==> src/caf_defs.vh <==
// constants for the receive acceptance filter and interrupt-source block
`ifndef CAF_DEFS_VH
`define CAF_DEFS_VH

// register byte addresses
`define CAF_ADDR_CTRL0      8'h00
`define CAF_ADDR_CTRL1      8'h04
`define CAF_ADDR_BTIME0     8'h08
`define CAF_ADDR_BTIME1     8'h0C
`define CAF_ADDR_RXFLG      8'h10
`define CAF_ADDR_RXIEN      8'h14
`define CAF_ADDR_TXFLG      8'h18
`define CAF_ADDR_TXIEN      8'h1C
`define CAF_ADDR_FCTRL      8'h20
`define CAF_ADDR_ERRCNT     8'h24
// pattern bytes 0-7 at 0x40-0x5C, don't-care bytes 0-7 at 0x60-0x7C
`define CAF_PAGE_PAT        3'h2
`define CAF_PAGE_MASK       3'h3

// module_ctrl0 fields
`define CAF_CTRL0_LOCK      0
`define CAF_CTRL0_SLPRQ     1
`define CAF_CTRL0_SLEEP_ACK     2

// rx_flag_reg / rx enable fields
`define CAF_RF_RXF          0
`define CAF_RF_OVR          1
`define CAF_RF_BOFF         2
`define CAF_RF_TPAS         3
`define CAF_RF_RPAS         4
`define CAF_RF_TWRN         5
`define CAF_RF_RWRN         6
`define CAF_RF_WUP          7

// filter_ctrl_reg fields
`define CAF_FC_HIT_LSB      0
`define CAF_FC_MODE_LSB     4

// filter modes
`define CAF_MODE_TWO32      2'h0
`define CAF_MODE_FOUR16     2'h1
`define CAF_MODE_EIGHT8     2'h2
`define CAF_MODE_CLOSED     2'h3

// reset values
`define CAF_RST_CTRL0       1'h1
`define CAF_RST_BYTE        8'h00
`define CAF_RST_TXE         3'h7
`define CAF_RST_MODE        2'h0
`define CAF_RST_BANK        64'h0000000000000000

// error counter limits
`define CAF_WARN_LIMIT      9'h060
`define CAF_PASSIVE_LIMIT   9'h07F
`define CAF_BUSOFF_LIMIT    9'h0FF

`endif

==> src/caf_match.v <==
// one maskable identifier comparator of configurable width
`timescale 1ns/1ps
module caf_match #(
  parameter W = 8
) (
  // compared bits
  input  wire [W-1:0] id_bits,
  input  wire [W-1:0] pattern,
  input  wire [W-1:0] dont_care,
  // result
  output wire         hit
);

  // a set don't-care bit forces that position to agree
  assign hit = &((~(id_bits ^ pattern)) | dont_care); // [RULE1]

endmodule // caf_match

==> src/caf_filter_top.v <==
// acceptance filter, interrupt sources and protection logic of the can controller
//
// Function
// [RULE1] compare id to pattern, skip don't-care bits
// [RULE2] acceptance sets rx full and hit index
// [RULE3] lowest matching filter wins the hit index
// [RULE4] two 32-bit filters give hits 0-1
// [RULE5] four 16-bit filters give hits 0-3
// [RULE6] eight 8-bit filters give hits 0-7
// [RULE7] closed mode never fills front buffer
// [RULE8] accepted message raises receive request if enabled
// [RULE9] eleven sources, four requests, own enables
// [RULE10] transmit request from any empty flag enabled
// [RULE11] rx full set right after end of frame
// [RULE12] bus activity during sleep sets wake-up flag
// [RULE13] error counter at 96 sets warning flag
// [RULE14] counter above 127 sets error-passive flag
// [RULE15] transmit counter above 255 sets bus-off
// [RULE16] flags pend until software writes one
// [RULE17] clear ignored while setting condition holds
// [RULE18] software must not clear by read-modify-write
// [RULE19] error counters cannot be written
// [RULE20] config registers writable only under soft reset
// [RULE21] tx pin recessive in low-power modes
// [RULE22] third accepted message dropped, overrun flagged
// [RULE23] copy back to front only while rx full clear
// [RULE24] wake-up request needs sleep ack and enable
// [RULE25] writing zero keeps flags, reads show state
//
// The register offsets and the APB register port are this design's own decisions.
`timescale 1ns/1ps
`include "caf_defs.vh"
module caf_filter_top (
  // clock and reset
  input  wire        ref_clk,
  input  wire        rst,
  // apb slave
  input  wire        psel,
  input  wire        penable,
  input  wire        pwrite,
  input  wire [7:0]  paddr,
  input  wire [31:0] pwdata,
  output reg  [31:0] prdata,
  output reg         pready,
  output reg         pslverr,
  // protocol engine, receive side
  input  wire        rx_frame_done,
  input  wire [31:0] rx_id_bytes,
  output reg         rx_front_load_r,
  // protocol engine, transmit side
  input  wire [2:0]  tx_buf_done,
  input  wire        can_tx_core,
  output reg  [2:0]  tx_empty_r,
  // error counters and mode status
  input  wire [8:0]  rx_err_cnt,
  input  wire [8:0]  tx_err_cnt,
  input  wire        sleep_ack,
  input  wire        power_down,
  // configuration to the engine
  output reg         soft_reset_lock_r,
  output reg         sleep_req_r,
  output reg  [7:0]  module_ctrl1_r,
  output reg  [7:0]  bit_timing0_r,
  output reg  [7:0]  bit_timing1_r,
  // can pins
  input  wire        can_rx_pin,
  output reg         can_tx_pin_r,
  // interrupt requests
  output reg         irq_wakeup_r,
  output reg         irq_error_r,
  output reg         irq_rx_r,
  output reg         irq_tx_r
);

  ////////////////////////////////////////////////////////////////////////////
  // state

  reg  [7:0]  rx_flag_r;
  reg  [7:0]  rx_irq_en_r;
  reg  [2:0]  tx_irq_en_r;
  reg  [1:0]  filter_mode_r;
  reg  [2:0]  filter_hit_index_r;
  reg  [63:0] id_pattern_r;
  reg  [63:0] id_dontcare_r;
  reg         bg_full_r;
  reg  [2:0]  bg_hit_r;
  reg         rx_meta_r;
  reg         rx_sync_r;
  reg         rx_prev_r;

  reg  [7:0]  rx_flag_nxt;
  reg  [2:0]  tx_empty_nxt;
  reg  [31:0] rd_data;
  reg         addr_ok;
  reg  [7:0]  hit_sel;
  reg         hit_any;
  reg  [2:0]  hit_idx;
  integer     i;

  ////////////////////////////////////////////////////////////////////////////
  // bus decode

  wire        setup_done = psel & penable & ~pready;
  wire        bus_wr     = psel & penable & pready & pwrite;
  wire [2:0]  page       = paddr[7:5];
  wire [5:0]  byte_base  = {~paddr[4:2], 3'b000};
  wire        cfg_open   = soft_reset_lock_r;
  wire        in_bank    = (page == `CAF_PAGE_PAT) || (page == `CAF_PAGE_MASK);
  wire        bank_wr    = bus_wr & in_bank & (paddr[1:0] == 2'b00);
  wire [7:0]  rx_w1c     = (bus_wr && paddr == `CAF_ADDR_RXFLG) ? pwdata[7:0] : 8'h00;
  wire [2:0]  tx_w1c     = (bus_wr && paddr == `CAF_ADDR_TXFLG) ? pwdata[2:0] : 3'h0;

  ////////////////////////////////////////////////////////////////////////////
  // comparators

  wire [1:0]  hit32;
  wire [3:0]  hit16;
  wire [7:0]  hit8;

  genvar g;
  generate
    // full identifier with rtr/ide/srr: bank 0 and bank 1
    for (g = 0; g < 2; g = g + 1) begin : g_m32
      caf_match #(.W(32)) u_m (
        .id_bits   (rx_id_bytes),
        .pattern   (id_pattern_r[63-32*g -: 32]),
        .dont_care (id_dontcare_r[63-32*g -: 32]),
        .hit       (hit32[g])
      ); // [RULE4]
    end
    // upper two identifier bytes per 16-bit half bank
    for (g = 0; g < 4; g = g + 1) begin : g_m16
      caf_match #(.W(16)) u_m (
        .id_bits   (rx_id_bytes[31:16]),
        .pattern   (id_pattern_r[63-16*g -: 16]),
        .dont_care (id_dontcare_r[63-16*g -: 16]),
        .hit       (hit16[g])
      ); // [RULE5]
    end
    // first identifier byte per filter byte
    for (g = 0; g < 8; g = g + 1) begin : g_m8
      caf_match #(.W(8)) u_m (
        .id_bits   (rx_id_bytes[31:24]),
        .pattern   (id_pattern_r[63-8*g -: 8]),
        .dont_care (id_dontcare_r[63-8*g -: 8]),
        .hit       (hit8[g])
      ); // [RULE6]
    end
  endgenerate

  // mode select and lowest-index priority
  always @* begin
    hit_any = 1'b0;
    hit_idx = 3'h0;
    case (filter_mode_r)
      `CAF_MODE_TWO32:  hit_sel = {6'h00, hit32}; // [RULE4]
      `CAF_MODE_FOUR16: hit_sel = {4'h0, hit16}; // [RULE5]
      `CAF_MODE_EIGHT8: hit_sel = hit8; // [RULE6]
      default:          hit_sel = 8'h00; // [RULE7]
    endcase
    // scan downward so the last hit kept is the lowest one
    for (i = 7; i >= 0; i = i - 1) begin
      if (hit_sel[i]) begin
        hit_any = 1'b1;
        hit_idx = i[2:0]; // [RULE3]
      end
    end
  end

  ////////////////////////////////////////////////////////////////////////////
  // receive buffer occupancy

  wire accept   = rx_frame_done & hit_any; // [RULE1]
  // copy waits for a clear rx full and is held off during sleep
  wire copy_now = bg_full_r & ~rx_flag_r[`CAF_RF_RXF] & ~sleep_ack; // [RULE23]
  // both buffers hold messages when the back one cannot drain this cycle
  wire overrun  = accept & bg_full_r & ~copy_now; // [RULE22]

  always @(posedge ref_clk) begin
    if (rst) begin
      bg_full_r          <= 1'b0;
      bg_hit_r           <= 3'h0;
      filter_hit_index_r <= 3'h0;
      rx_front_load_r    <= 1'b0;
    end else begin
      rx_front_load_r <= copy_now;
      if (copy_now) begin
        filter_hit_index_r <= bg_hit_r; // [RULE2]
      end
      if (accept && !overrun) begin
        bg_full_r <= 1'b1;
        bg_hit_r  <= hit_idx;
      end else if (copy_now) begin
        bg_full_r <= 1'b0;
      end
    end
  end

  ////////////////////////////////////////////////////////////////////////////
  // status flags

  // bus activity is a dominant edge on the synchronised receive pin
  wire bus_activity = rx_prev_r & ~rx_sync_r;

  always @* begin
    // set wins over a write-one clear in the same cycle
    rx_flag_nxt = rx_flag_r & ~rx_w1c; // [RULE16] [RULE25]
    if (copy_now) begin
      rx_flag_nxt[`CAF_RF_RXF] = 1'b1; // [RULE2] [RULE11]
    end
    if (overrun) begin
      rx_flag_nxt[`CAF_RF_OVR] = 1'b1; // [RULE22]
    end
    if (sleep_ack && bus_activity) begin
      rx_flag_nxt[`CAF_RF_WUP] = 1'b1; // [RULE12]
    end
    // level conditions re-assert every cycle, so a clear cannot stick
    if (rx_err_cnt >= `CAF_WARN_LIMIT) begin
      rx_flag_nxt[`CAF_RF_RWRN] = 1'b1; // [RULE13] [RULE17]
    end
    if (tx_err_cnt >= `CAF_WARN_LIMIT) begin
      rx_flag_nxt[`CAF_RF_TWRN] = 1'b1; // [RULE13] [RULE17]
    end
    if (rx_err_cnt > `CAF_PASSIVE_LIMIT) begin
      rx_flag_nxt[`CAF_RF_RPAS] = 1'b1; // [RULE14] [RULE17]
    end
    if (tx_err_cnt > `CAF_PASSIVE_LIMIT) begin
      rx_flag_nxt[`CAF_RF_TPAS] = 1'b1; // [RULE14] [RULE17]
    end
    if (tx_err_cnt > `CAF_BUSOFF_LIMIT) begin
      rx_flag_nxt[`CAF_RF_BOFF] = 1'b1; // [RULE15] [RULE17]
    end
    tx_empty_nxt = tx_buf_done | (tx_empty_r & ~tx_w1c); // [RULE16] [RULE25]
  end

  always @(posedge ref_clk) begin
    if (rst) begin
      rx_flag_r  <= 8'h00;
      tx_empty_r <= `CAF_RST_TXE;
    end else begin
      rx_flag_r  <= rx_flag_nxt;
      tx_empty_r <= tx_empty_nxt;
    end
  end

  ////////////////////////////////////////////////////////////////////////////
  // configuration registers

  always @(posedge ref_clk) begin
    if (rst) begin
      soft_reset_lock_r <= `CAF_RST_CTRL0;
      sleep_req_r       <= 1'b0;
      module_ctrl1_r    <= `CAF_RST_BYTE;
      bit_timing0_r     <= `CAF_RST_BYTE;
      bit_timing1_r     <= `CAF_RST_BYTE;
      filter_mode_r     <= `CAF_RST_MODE;
      id_pattern_r      <= `CAF_RST_BANK;
      id_dontcare_r     <= `CAF_RST_BANK;
      rx_irq_en_r       <= 8'h00;
      tx_irq_en_r       <= 3'h0;
    end else if (bus_wr) begin
      case (paddr)
        `CAF_ADDR_CTRL0: begin
          soft_reset_lock_r <= pwdata[`CAF_CTRL0_LOCK];
          sleep_req_r       <= pwdata[`CAF_CTRL0_SLPRQ];
        end
        `CAF_ADDR_CTRL1: begin
          if (cfg_open) module_ctrl1_r <= pwdata[7:0]; // [RULE20]
        end
        `CAF_ADDR_BTIME0: begin
          if (cfg_open) bit_timing0_r <= pwdata[7:0]; // [RULE20]
        end
        `CAF_ADDR_BTIME1: begin
          if (cfg_open) bit_timing1_r <= pwdata[7:0]; // [RULE20]
        end
        `CAF_ADDR_FCTRL: begin
          if (cfg_open) filter_mode_r <= pwdata[`CAF_FC_MODE_LSB +: 2]; // [RULE20]
        end
        `CAF_ADDR_RXIEN: begin
          rx_irq_en_r <= pwdata[7:0];
        end
        `CAF_ADDR_TXIEN: begin
          tx_irq_en_r <= pwdata[2:0];
        end
        default: begin
          if (bank_wr && cfg_open && page == `CAF_PAGE_PAT) begin
            id_pattern_r[byte_base +: 8] <= pwdata[7:0]; // [RULE20]
          end
          if (bank_wr && cfg_open && page == `CAF_PAGE_MASK) begin
            id_dontcare_r[byte_base +: 8] <= pwdata[7:0]; // [RULE20]
          end
        end
      endcase
    end
  end

  ////////////////////////////////////////////////////////////////////////////
  // read mux

  always @* begin
    rd_data = 32'h00000000;
    addr_ok = 1'b1;
    case (paddr)
      `CAF_ADDR_CTRL0: begin
        rd_data[`CAF_CTRL0_LOCK]  = soft_reset_lock_r;
        rd_data[`CAF_CTRL0_SLPRQ] = sleep_req_r;
        rd_data[`CAF_CTRL0_SLEEP_ACK] = sleep_ack;
      end
      `CAF_ADDR_CTRL1:  rd_data[7:0] = module_ctrl1_r;
      `CAF_ADDR_BTIME0: rd_data[7:0] = bit_timing0_r;
      `CAF_ADDR_BTIME1: rd_data[7:0] = bit_timing1_r;
      `CAF_ADDR_RXFLG:  rd_data[7:0] = rx_flag_r; // [RULE25]
      `CAF_ADDR_RXIEN:  rd_data[7:0] = rx_irq_en_r;
      `CAF_ADDR_TXFLG:  rd_data[2:0] = tx_empty_r; // [RULE25]
      `CAF_ADDR_TXIEN:  rd_data[2:0] = tx_irq_en_r;
      `CAF_ADDR_FCTRL: begin
        rd_data[`CAF_FC_MODE_LSB +: 2] = filter_mode_r;
        rd_data[`CAF_FC_HIT_LSB +: 3]  = filter_hit_index_r; // [RULE2]
      end
      // counters are visible but have no write path at all
      `CAF_ADDR_ERRCNT: rd_data[24:0] = {tx_err_cnt, 7'h00, rx_err_cnt}; // [RULE19]
      default: begin
        if (in_bank && paddr[1:0] == 2'b00) begin
          if (page == `CAF_PAGE_PAT) begin
            rd_data[7:0] = id_pattern_r[byte_base +: 8];
          end else begin
            rd_data[7:0] = id_dontcare_r[byte_base +: 8];
          end
        end else begin
          addr_ok = 1'b0;
        end
      end
    endcase
  end

  // one wait state: the answer is registered at the first access edge
  always @(posedge ref_clk) begin
    if (rst) begin
      pready  <= 1'b0;
      pslverr <= 1'b0;
      prdata  <= 32'h00000000;
    end else begin
      pready  <= setup_done;
      pslverr <= setup_done & ~addr_ok;
      if (setup_done && !pwrite) begin
        prdata <= rd_data;
      end
    end
  end

  ////////////////////////////////////////////////////////////////////////////
  // pin synchroniser and transmit pin

  always @(posedge ref_clk) begin
    if (rst) begin
      rx_meta_r    <= 1'b1;
      rx_sync_r    <= 1'b1;
      rx_prev_r    <= 1'b1;
      can_tx_pin_r <= 1'b1;
    end else begin
      rx_meta_r <= can_rx_pin;
      rx_sync_r <= rx_meta_r;
      rx_prev_r <= rx_sync_r;
      // recessive is high; forced in sleep, soft reset and power down
      if (sleep_ack || soft_reset_lock_r || power_down) begin
        can_tx_pin_r <= 1'b1; // [RULE21]
      end else begin
        can_tx_pin_r <= can_tx_core;
      end
    end
  end

  ////////////////////////////////////////////////////////////////////////////
  // interrupt requests

  always @(posedge ref_clk) begin
    if (rst) begin
      irq_wakeup_r <= 1'b0;
      irq_error_r  <= 1'b0;
      irq_rx_r     <= 1'b0;
      irq_tx_r     <= 1'b0;
    end else begin
      // requests follow the flags, so they pend until cleared, except wake-up, which also drops with sleep_ack
      irq_wakeup_r <= rx_flag_r[`CAF_RF_WUP] & rx_irq_en_r[`CAF_RF_WUP]
                      & sleep_ack; // [RULE9] [RULE16] [RULE24]
      irq_error_r  <= |(rx_flag_r[6:1] & rx_irq_en_r[6:1]); // [RULE9] [RULE16] [RULE22]
      irq_rx_r     <= rx_flag_r[`CAF_RF_RXF] & rx_irq_en_r[`CAF_RF_RXF]; // [RULE8] [RULE11]
      irq_tx_r     <= |(tx_empty_r & tx_irq_en_r); // [RULE9] [RULE10]
    end
  end

endmodule // caf_filter_top

==> config.mk <==
export PLATFORM = sky130hd
export DESIGN_NAME = caf_filter_top
export DESIGN_NICKNAME = d
export VERILOG_FILES = /design/src/caf_match.v /design/src/caf_filter_top.v
export VERILOG_INCLUDE_DIRS = /design/src
export SDC_FILE = /design/constraint.sdc
export NUM_CORES = 1
export LEC_CHECK = 0
export BUFFER_PORTS_ARGS = -buffer_cell sky130_fd_sc_hd__buf_2
export CAP_MARGIN = 20
export CELL_PAD_IN_SITES_DETAIL_PLACEMENT = 0
export CELL_PAD_IN_SITES_GLOBAL_PLACEMENT = 1
export CORE_MARGIN = 2
export CORE_UTILIZATION = 30
export DETAILED_ROUTE_END_ITERATION = 8
export PLACE_DENSITY = 0.72
export SLEW_MARGIN = 10
export SYNTH_ARGS = -nofsm -noshare
export SYNTH_HDL_FRONTEND = slang
export SYNTH_HIERARCHICAL = 1
export SYNTH_SLANG_ARGS = --single-unit
==> constraint.sdc <==
create_clock -name ref_clk -period 2.45 [get_ports ref_clk]
set_clock_uncertainty 0.1 [all_clocks]
set_input_delay 0.245 -clock ref_clk [delete_from_list [all_inputs] [get_ports ref_clk]]
set_output_delay 0.245 -clock ref_clk [all_outputs]
set_load 0.05 [all_outputs]
# Yosys cells after proc, flatten, opt, wreduce, memory -nomap -nowiden
# Cells that the tools add are included.
# totals
regBits	221
input_bits	103
output_inout_bits	69
wordCells	211
# op_classes
addsub	1
order_cmp	5
n_eq_ne	13
shift	4
mux	40
n_bitwise	73
reduce_logical	48
# op_table
op	count
bitwise mux 64 bit	2
indexed part select 64 x 7 -> 8 bit	2
inverter 8 bit	9
inverter 16 bit	4
inverter 32 bit	2
bitwise OR 16 bit	4
bitwise OR 32 bit	2
bitwise OR 8 bit	8
AND reduction 16 bit	4
AND reduction 32 bit	2
AND reduction 8 bit	8
variable shift 8 x 8 -> 64 bit (first input constant)	1
indexed part select 8 x 8 -> 64 bit	1
bitwise XOR 16 bit	4
bitwise XOR 32 bit	2
bitwise XOR 8 bit	8
== test 8 x 5 -> 1 bit (second input constant)	4
case mux 3 bit (10 select lines)	1
2-to-1 mux 3 bit	9
2-to-1 mux 8 bit	3
case mux 8 bit (3 select lines)	1
2-to-1 mux 1 bit	20
>= comparator 9 x 7 -> 1 bit (second input constant)	2
greater-than comparator 9 x 7 -> 1 bit (second input constant)	2
other kinds (33)	79

# Depth between registers and ports, before layout
# depth
word_depth	19
mapped_depth	9

# By module
# The synthesis kept the hierarchy.
# modules_own_cells
mod	n_inst	cells_each	area_each_um2	seq_area_each_um2
caf_filter_top	1	1156	9908.3	4284.1
caf_match at g_m8[0].u_m ...	8	13	107.6	0.0
caf_match at g_m16[0].u_m ...	4	27	209.0	0.0
caf_match at g_m32[0].u_m ...	2	53	414.1	0.0

# Worst setup path after synthesis
# Ideal clock, no wire load.
# synth_path
path_kind	reg-to-reg
start	register pready
end	register id_pattern_r[42]
setup_time_ns	0.128
arrival_ns	2.266
t_required_ns	2.222
slack_ns	-0.043
path_stages_with_launch	7
path_buffers	1
path_cell_list	dfxtp_1 > nand4_2 > or4_4 > nor4b_2 > buf_6 > mux2i_1 > nor2_1
# synth_between
elab_chain_len	7
# synth_rtl
element	line_no	text
start: declaration	caf_filter_top.v:44	output reg pready,
start signal: assignment	caf_filter_top.v:343	pready <= setup_done;
AND 1 bit (*) (2 in series)	caf_filter_top.v:104	wire bus_wr = psel & penable & pready & pwrite;
AND 1 bit (2 in series)	caf_filter_top.v:109	wire bank_wr = bus_wr & in_bank & (paddr[1:0] == 2'b00);
logical AND 1 bit	caf_filter_top.v:286	if (bank_wr && cfg_open && page == `CAF_PAGE_PAT) begin
logical AND 1 bit (no line)	n/a	
AND reduction 3 bit (no line) (*)	n/a	
end signal: assignment	caf_filter_top.v:257	id_pattern_r <= `CAF_RST_BANK;
end signal: indexed assignment	caf_filter_top.v:287	id_pattern_r[byte_base +: 8] <= pwdata[7:0];
end: declaration	caf_filter_top.v:83	reg [63:0] id_pattern_r;
# Every way passes the cells marked *; elsewhere a longest branch is shown, timed or not.
# A chain may end at the register's enable or synchronous reset.

# Worst setup path in the final report
# layout_path
start	register id_pattern_r[12]
end	register bg_hit_r[1]
# layout_rtl
element	line_no	text
bitwise XOR 32 bit (*)	caf_match.v:15	assign hit = &((~(id_bits ^ pattern)) | dont_care);
inverter 32 bit (*)	caf_match.v:15	
bitwise OR 32 bit (*)	caf_match.v:15	
AND reduction 32 bit (*)	caf_match.v:15	
named net hit32[1]	caf_filter_top.v:116	wire [1:0] hit32;
case mux 8 bit (3 select lines) (*)	caf_filter_top.v:155	case (filter_mode_r)
2-to-1 mux 1 bit (2 in series)	caf_filter_top.v:163	if (hit_sel[i]) begin
AND 1 bit	caf_filter_top.v:173	wire accept = rx_frame_done & hit_any;
AND 1 bit (2 in series)	caf_filter_top.v:177	wire overrun = accept & bg_full_r & ~copy_now;
logical NOT 1 bit	caf_filter_top.v:190	if (accept && !overrun) begin
logical AND 1 bit	caf_filter_top.v:190	
end signal: assignment	caf_filter_top.v:192	bg_hit_r <= hit_idx;
end: declaration	caf_filter_top.v:86	reg [2:0] bg_hit_r;
# Mark *: on every way through the listed nets, which the timed path passes. The rest lies on a longest branch.

==> results.sh <==
export IMPL_yosysTopAreaCell="dfxtp_1"
export IMPL_syn_to_final_growth_pct=43.3
export IMPL_clk_latency_ns=0.56
export IMPL_setup_ws_ns=-0.207
export IMPL_seq_power_share=0.385
export IMPL_start_util=0.304
export IMPL_clkSinkCount=214
export IMPL_vias=13478
export IMPL_hold_class="input port to flop"
export IMPL_failed_checks="negative setup slack"
export IMPL_ir_drop_v=0.000428
export IMPL_synth_cells=1474
export IMPL_fin_crit_sh=1.08
export IMPL_synthTopCellsByCount="214 x dfxtp_1, 192 x xnor2_1, 152 x nor2_1"
export IMPL_r2r_start="id_pattern_r[12]"
export IMPL_core_area_sq_mm=0.0408
export IMPL_combinationalPowerShare=0.135
export IMPL_nets=2020
export IMPL_async_reset_ff_frac=0
export IMPL_dpl_cell_count=2388
export IMPL_worst_setup_path_type="flop to flop"
export IMPL_post_route_util=0.436
export IMPL_slowest_stage="or4_4"
export IMPL_grt_max_degree=101
export IMPL_grt_ovfl_total=0
export IMPL_rsz0062_at_grt="true"
export IMPL_crit_path_frequent_cell="o22ai_2"
export IMPL_synth_avg_cell_area_sq_um=8.43
export IMPL_leakagePower_nw=7.20
export IMPL_reg2reg_slack_ns=-0.21
export IMPL_startpoint="id_pattern_r[12]"
export IMPL_clockRootBuffer="clkbuf_16"
export IMPL_power_mw=9.10
export IMPL_post_dp_hpwl_um=45500
export IMPL_cts_clk_slew_worst_paths_ns=0.06
export IMPL_synth_flop_cell="dfxtp_1"
export IMPL_crit_path_start_kind="flop"
export IMPL_htreeDepth=1
export IMPL_worst_pin_slew_ns=1.01
export IMPL_setup_viol=3
export IMPL_p_sw_frac=0.266
export IMPL_clockBufferDepth=3
export IMPL_status="finished with violations"
export IMPL_place_ws_ns=-0.474
export IMPL_synth_edff_count=0
export IMPL_routed_wl_um=60800
export IMPL_finalInstanceArea_sq_mm=0.0178
export IMPL_die_x_um=208
export IMPL_ys_ff_latch=214
export IMPL_slew_violations=0
export IMPL_worstPathArrival_ns=3.03
export IMPL_r2r_cells=10
export IMPL_grt_pass1_vias=13146
export IMPL_chipHeight_um=208
export IMPL_hold_start="rst"
export IMPL_gp_congestion=0.979
export IMPL_cts_tree="yes"
export IMPL_crit_chain="buf_6, xnor2_2, o22ai_2, nor4_2, and4_4, mux2i_4, o22ai_2, o41ai_2, or4_4, a21oi_2"
export IMPL_synth_most_common_cell="dfxtp_1"
export IMPL_p_clk_frac=0.480
export IMPL_p_per_area_mw_per_mm2=511
export IMPL_multi_input_area_sq_mm=0.00808
export IMPL_worstHoldPathCells=2
export IMPL_p_switching_mw=2.43
export IMPL_ant_nets=0
export IMPL_hold_path_end="bit_timing1_r[0]"
export IMPL_port_buffers=133
export IMPL_yosys_top_cells_area="dfxtp_1 34%, xnor2_1 14%, mux2i_1 10%"
export IMPL_drcViolationCount=0
export IMPL_firstDrtPassIters=8
export IMPL_end_kind="flop"
export IMPL_antenna_found_initial=1
export IMPL_die_area_sq_mm=0.0431
export IMPL_path_max_fanout=3
export IMPL_n_fill_cell=4093
export IMPL_hold_violations=0
export IMPL_drtIter0Drc=1260
export IMPL_synth_seq_area_share=0.345
export IMPL_cap_violations=0
export IMPL_instances_no_fill=2463
export IMPL_cp_required_ns=2.82
export IMPL_finalSetupTns_ns=-0.437
export IMPL_final_layout_size_suffix_gt1_frac=0.344
export IMPL_r2r_end="bg_hit_r[1]"
export IMPL_synth_area_sq_mm=0.0124
export IMPL_period_needed_ns=2.66
export IMPL_io_pins=172
export IMPL_num_rows=74
export IMPL_numCtsBuffers=26
export IMPL_synth_top_cell_area_share=0.345
export IMPL_routedWlPerCell_um=24.7
export IMPL_hold_worst_slack_ns=0.0106
export IMPL_placed_cell_area_sq_mm=0.0161
export IMPL_ys_types=70
export IMPL_p_int_mw=6.68
export IMPL_grtUsageTotal=0.274
export IMPL_max_freq_mhz=376
export IMPL_ys_warn_count=6
export IMPL_relSlewSlack=0.323
export IMPL_seqCellArea_sq_mm=0.00436
export IMPL_grt_pass1_wl_um=88500
export IMPL_vias_per_cell=5.47
export IMPL_critPathMaxStageDelay_ns=0.50
-- sequential cells by signal, indices dropped and copies added, names as in the netlist, 2 cells and up --
| register | cells |
|---|---|
| filter_hit_index_r | 3 |
| rx_irq_en_r | 8 |
| module_ctrl1_r | 8 |
| bit_timing0_r | 8 |
| bg_hit_r | 3 |
| rx_flag_r | 8 |
| tx_irq_en_r | 3 |
| filter_mode_r | 2 |
| tx_empty_r | 3 |
| id_dontcare_r | 64 |
| id_pattern_r | 64 |
| bit_timing1_r | 8 |
| prdata | 18 |
-- layer usage --
| layer | wire, um | up-vias | track usage |
|---|---|---|---|
| met5 | 0 | - | 0 |
| met4 | 2410 | 0 | 0.105 |
| met3 | 5440 | 131 | 0.0567 |
| met2 | 27200 | 644 | 0.432 |
| met1 | 25700 | 6538 | 0.367 |
| li1 | - | 6165 | - |
-- cell usage in the layout, fill, tap and decap left out, types with 83 or more instances in the layout --
cell type	instances
buf_2	132
nand3_1	83
dfxtp_1	176
mux2i_1	122
nand2_1	147
buf_4	325
o22ai_1	94
a21oi_1	94
xnor2_1	171
nor2_1	147
-- area by class of cell --
type | instances | share of cell area
diodes | 1 | 0.000140
clock buffers | 37 | 0.0440
clock inverters | 9 | 0.00969
inverters | 12 | 0.00253
multi-input cells | 1157 | 0.454
flip-flops and latches | 214 | 0.245
well taps | 532 | 0.0374
repair buffers | 501 | 0.208
-- logic make-up after synthesis --
family / Yosys count / synth area share
muxes: 130 / 0.107
AOI/OAI and AO/OA: 313 / 0.160
other: 1 / 0.000302
DFF: 214 / 0.345
adders and majority gates: 5 / 0.00503
and+or+nand+nor: 503 / 0.203
xor gates and xnor gates: 192 / 0.135
buffers and inverters: 116 / 0.0449
-- power groups by stage --
stage	Clock, mW	Combinational, mW	Sequential [mW]
finish	4.37	1.23	3.50
floorplan	0	0.558	3.61
CTS	4.43	1.19	3.50
global placement	0	1.14	3.59
global route	4.56	1.29	3.50
detailed placement	0	1.14	3.59
-- critical path: cells and delay by family (launching register included) --
kind / cells / cell delay, ns
AO/OA/AOI/OAI: 4 / 0.49
multiplexers: 1 / 0.07
XOR/XNOR: 1 / 0.17
buffers and inverters: 1 / 0.13
AND/OR/NAND/NOR: 3 / 1.25
flip-flops: 1 / 0.36
-- worst max-delay path by stage --
| stage | slack [ns] | cells past startpoint | to |
|---|---|---|---|
| after floorplan | 0.001 | 9 | bg_hit_r[1] |
| after global placement | -0.43 | 11 | bg_hit_r[1] |
| after detailed placement | -0.47 | 11 | bg_hit_r[1] |
| after CTS | -0.17 | 9 | bg_hit_r[1] |
| after global routing | -0.23 | 10 | bg_hit_r[1] |
| final | -0.21 | 10 | bg_hit_r[1] |
-- timing repair --
| item | in CTS | in global routing |
|---|---|---|
| hold buffers | 23 | 0 |
| setup buffers | 4 | 4 |
| resized for setup | 71 | 38 |
| pin swaps | 35 | 20 |
| endpoints found under the hold margin | 22 | 0 |
| endpoints found under the setup margin | 5 | 4 |
No activity file was read; power rests on OpenSTA's default activity.
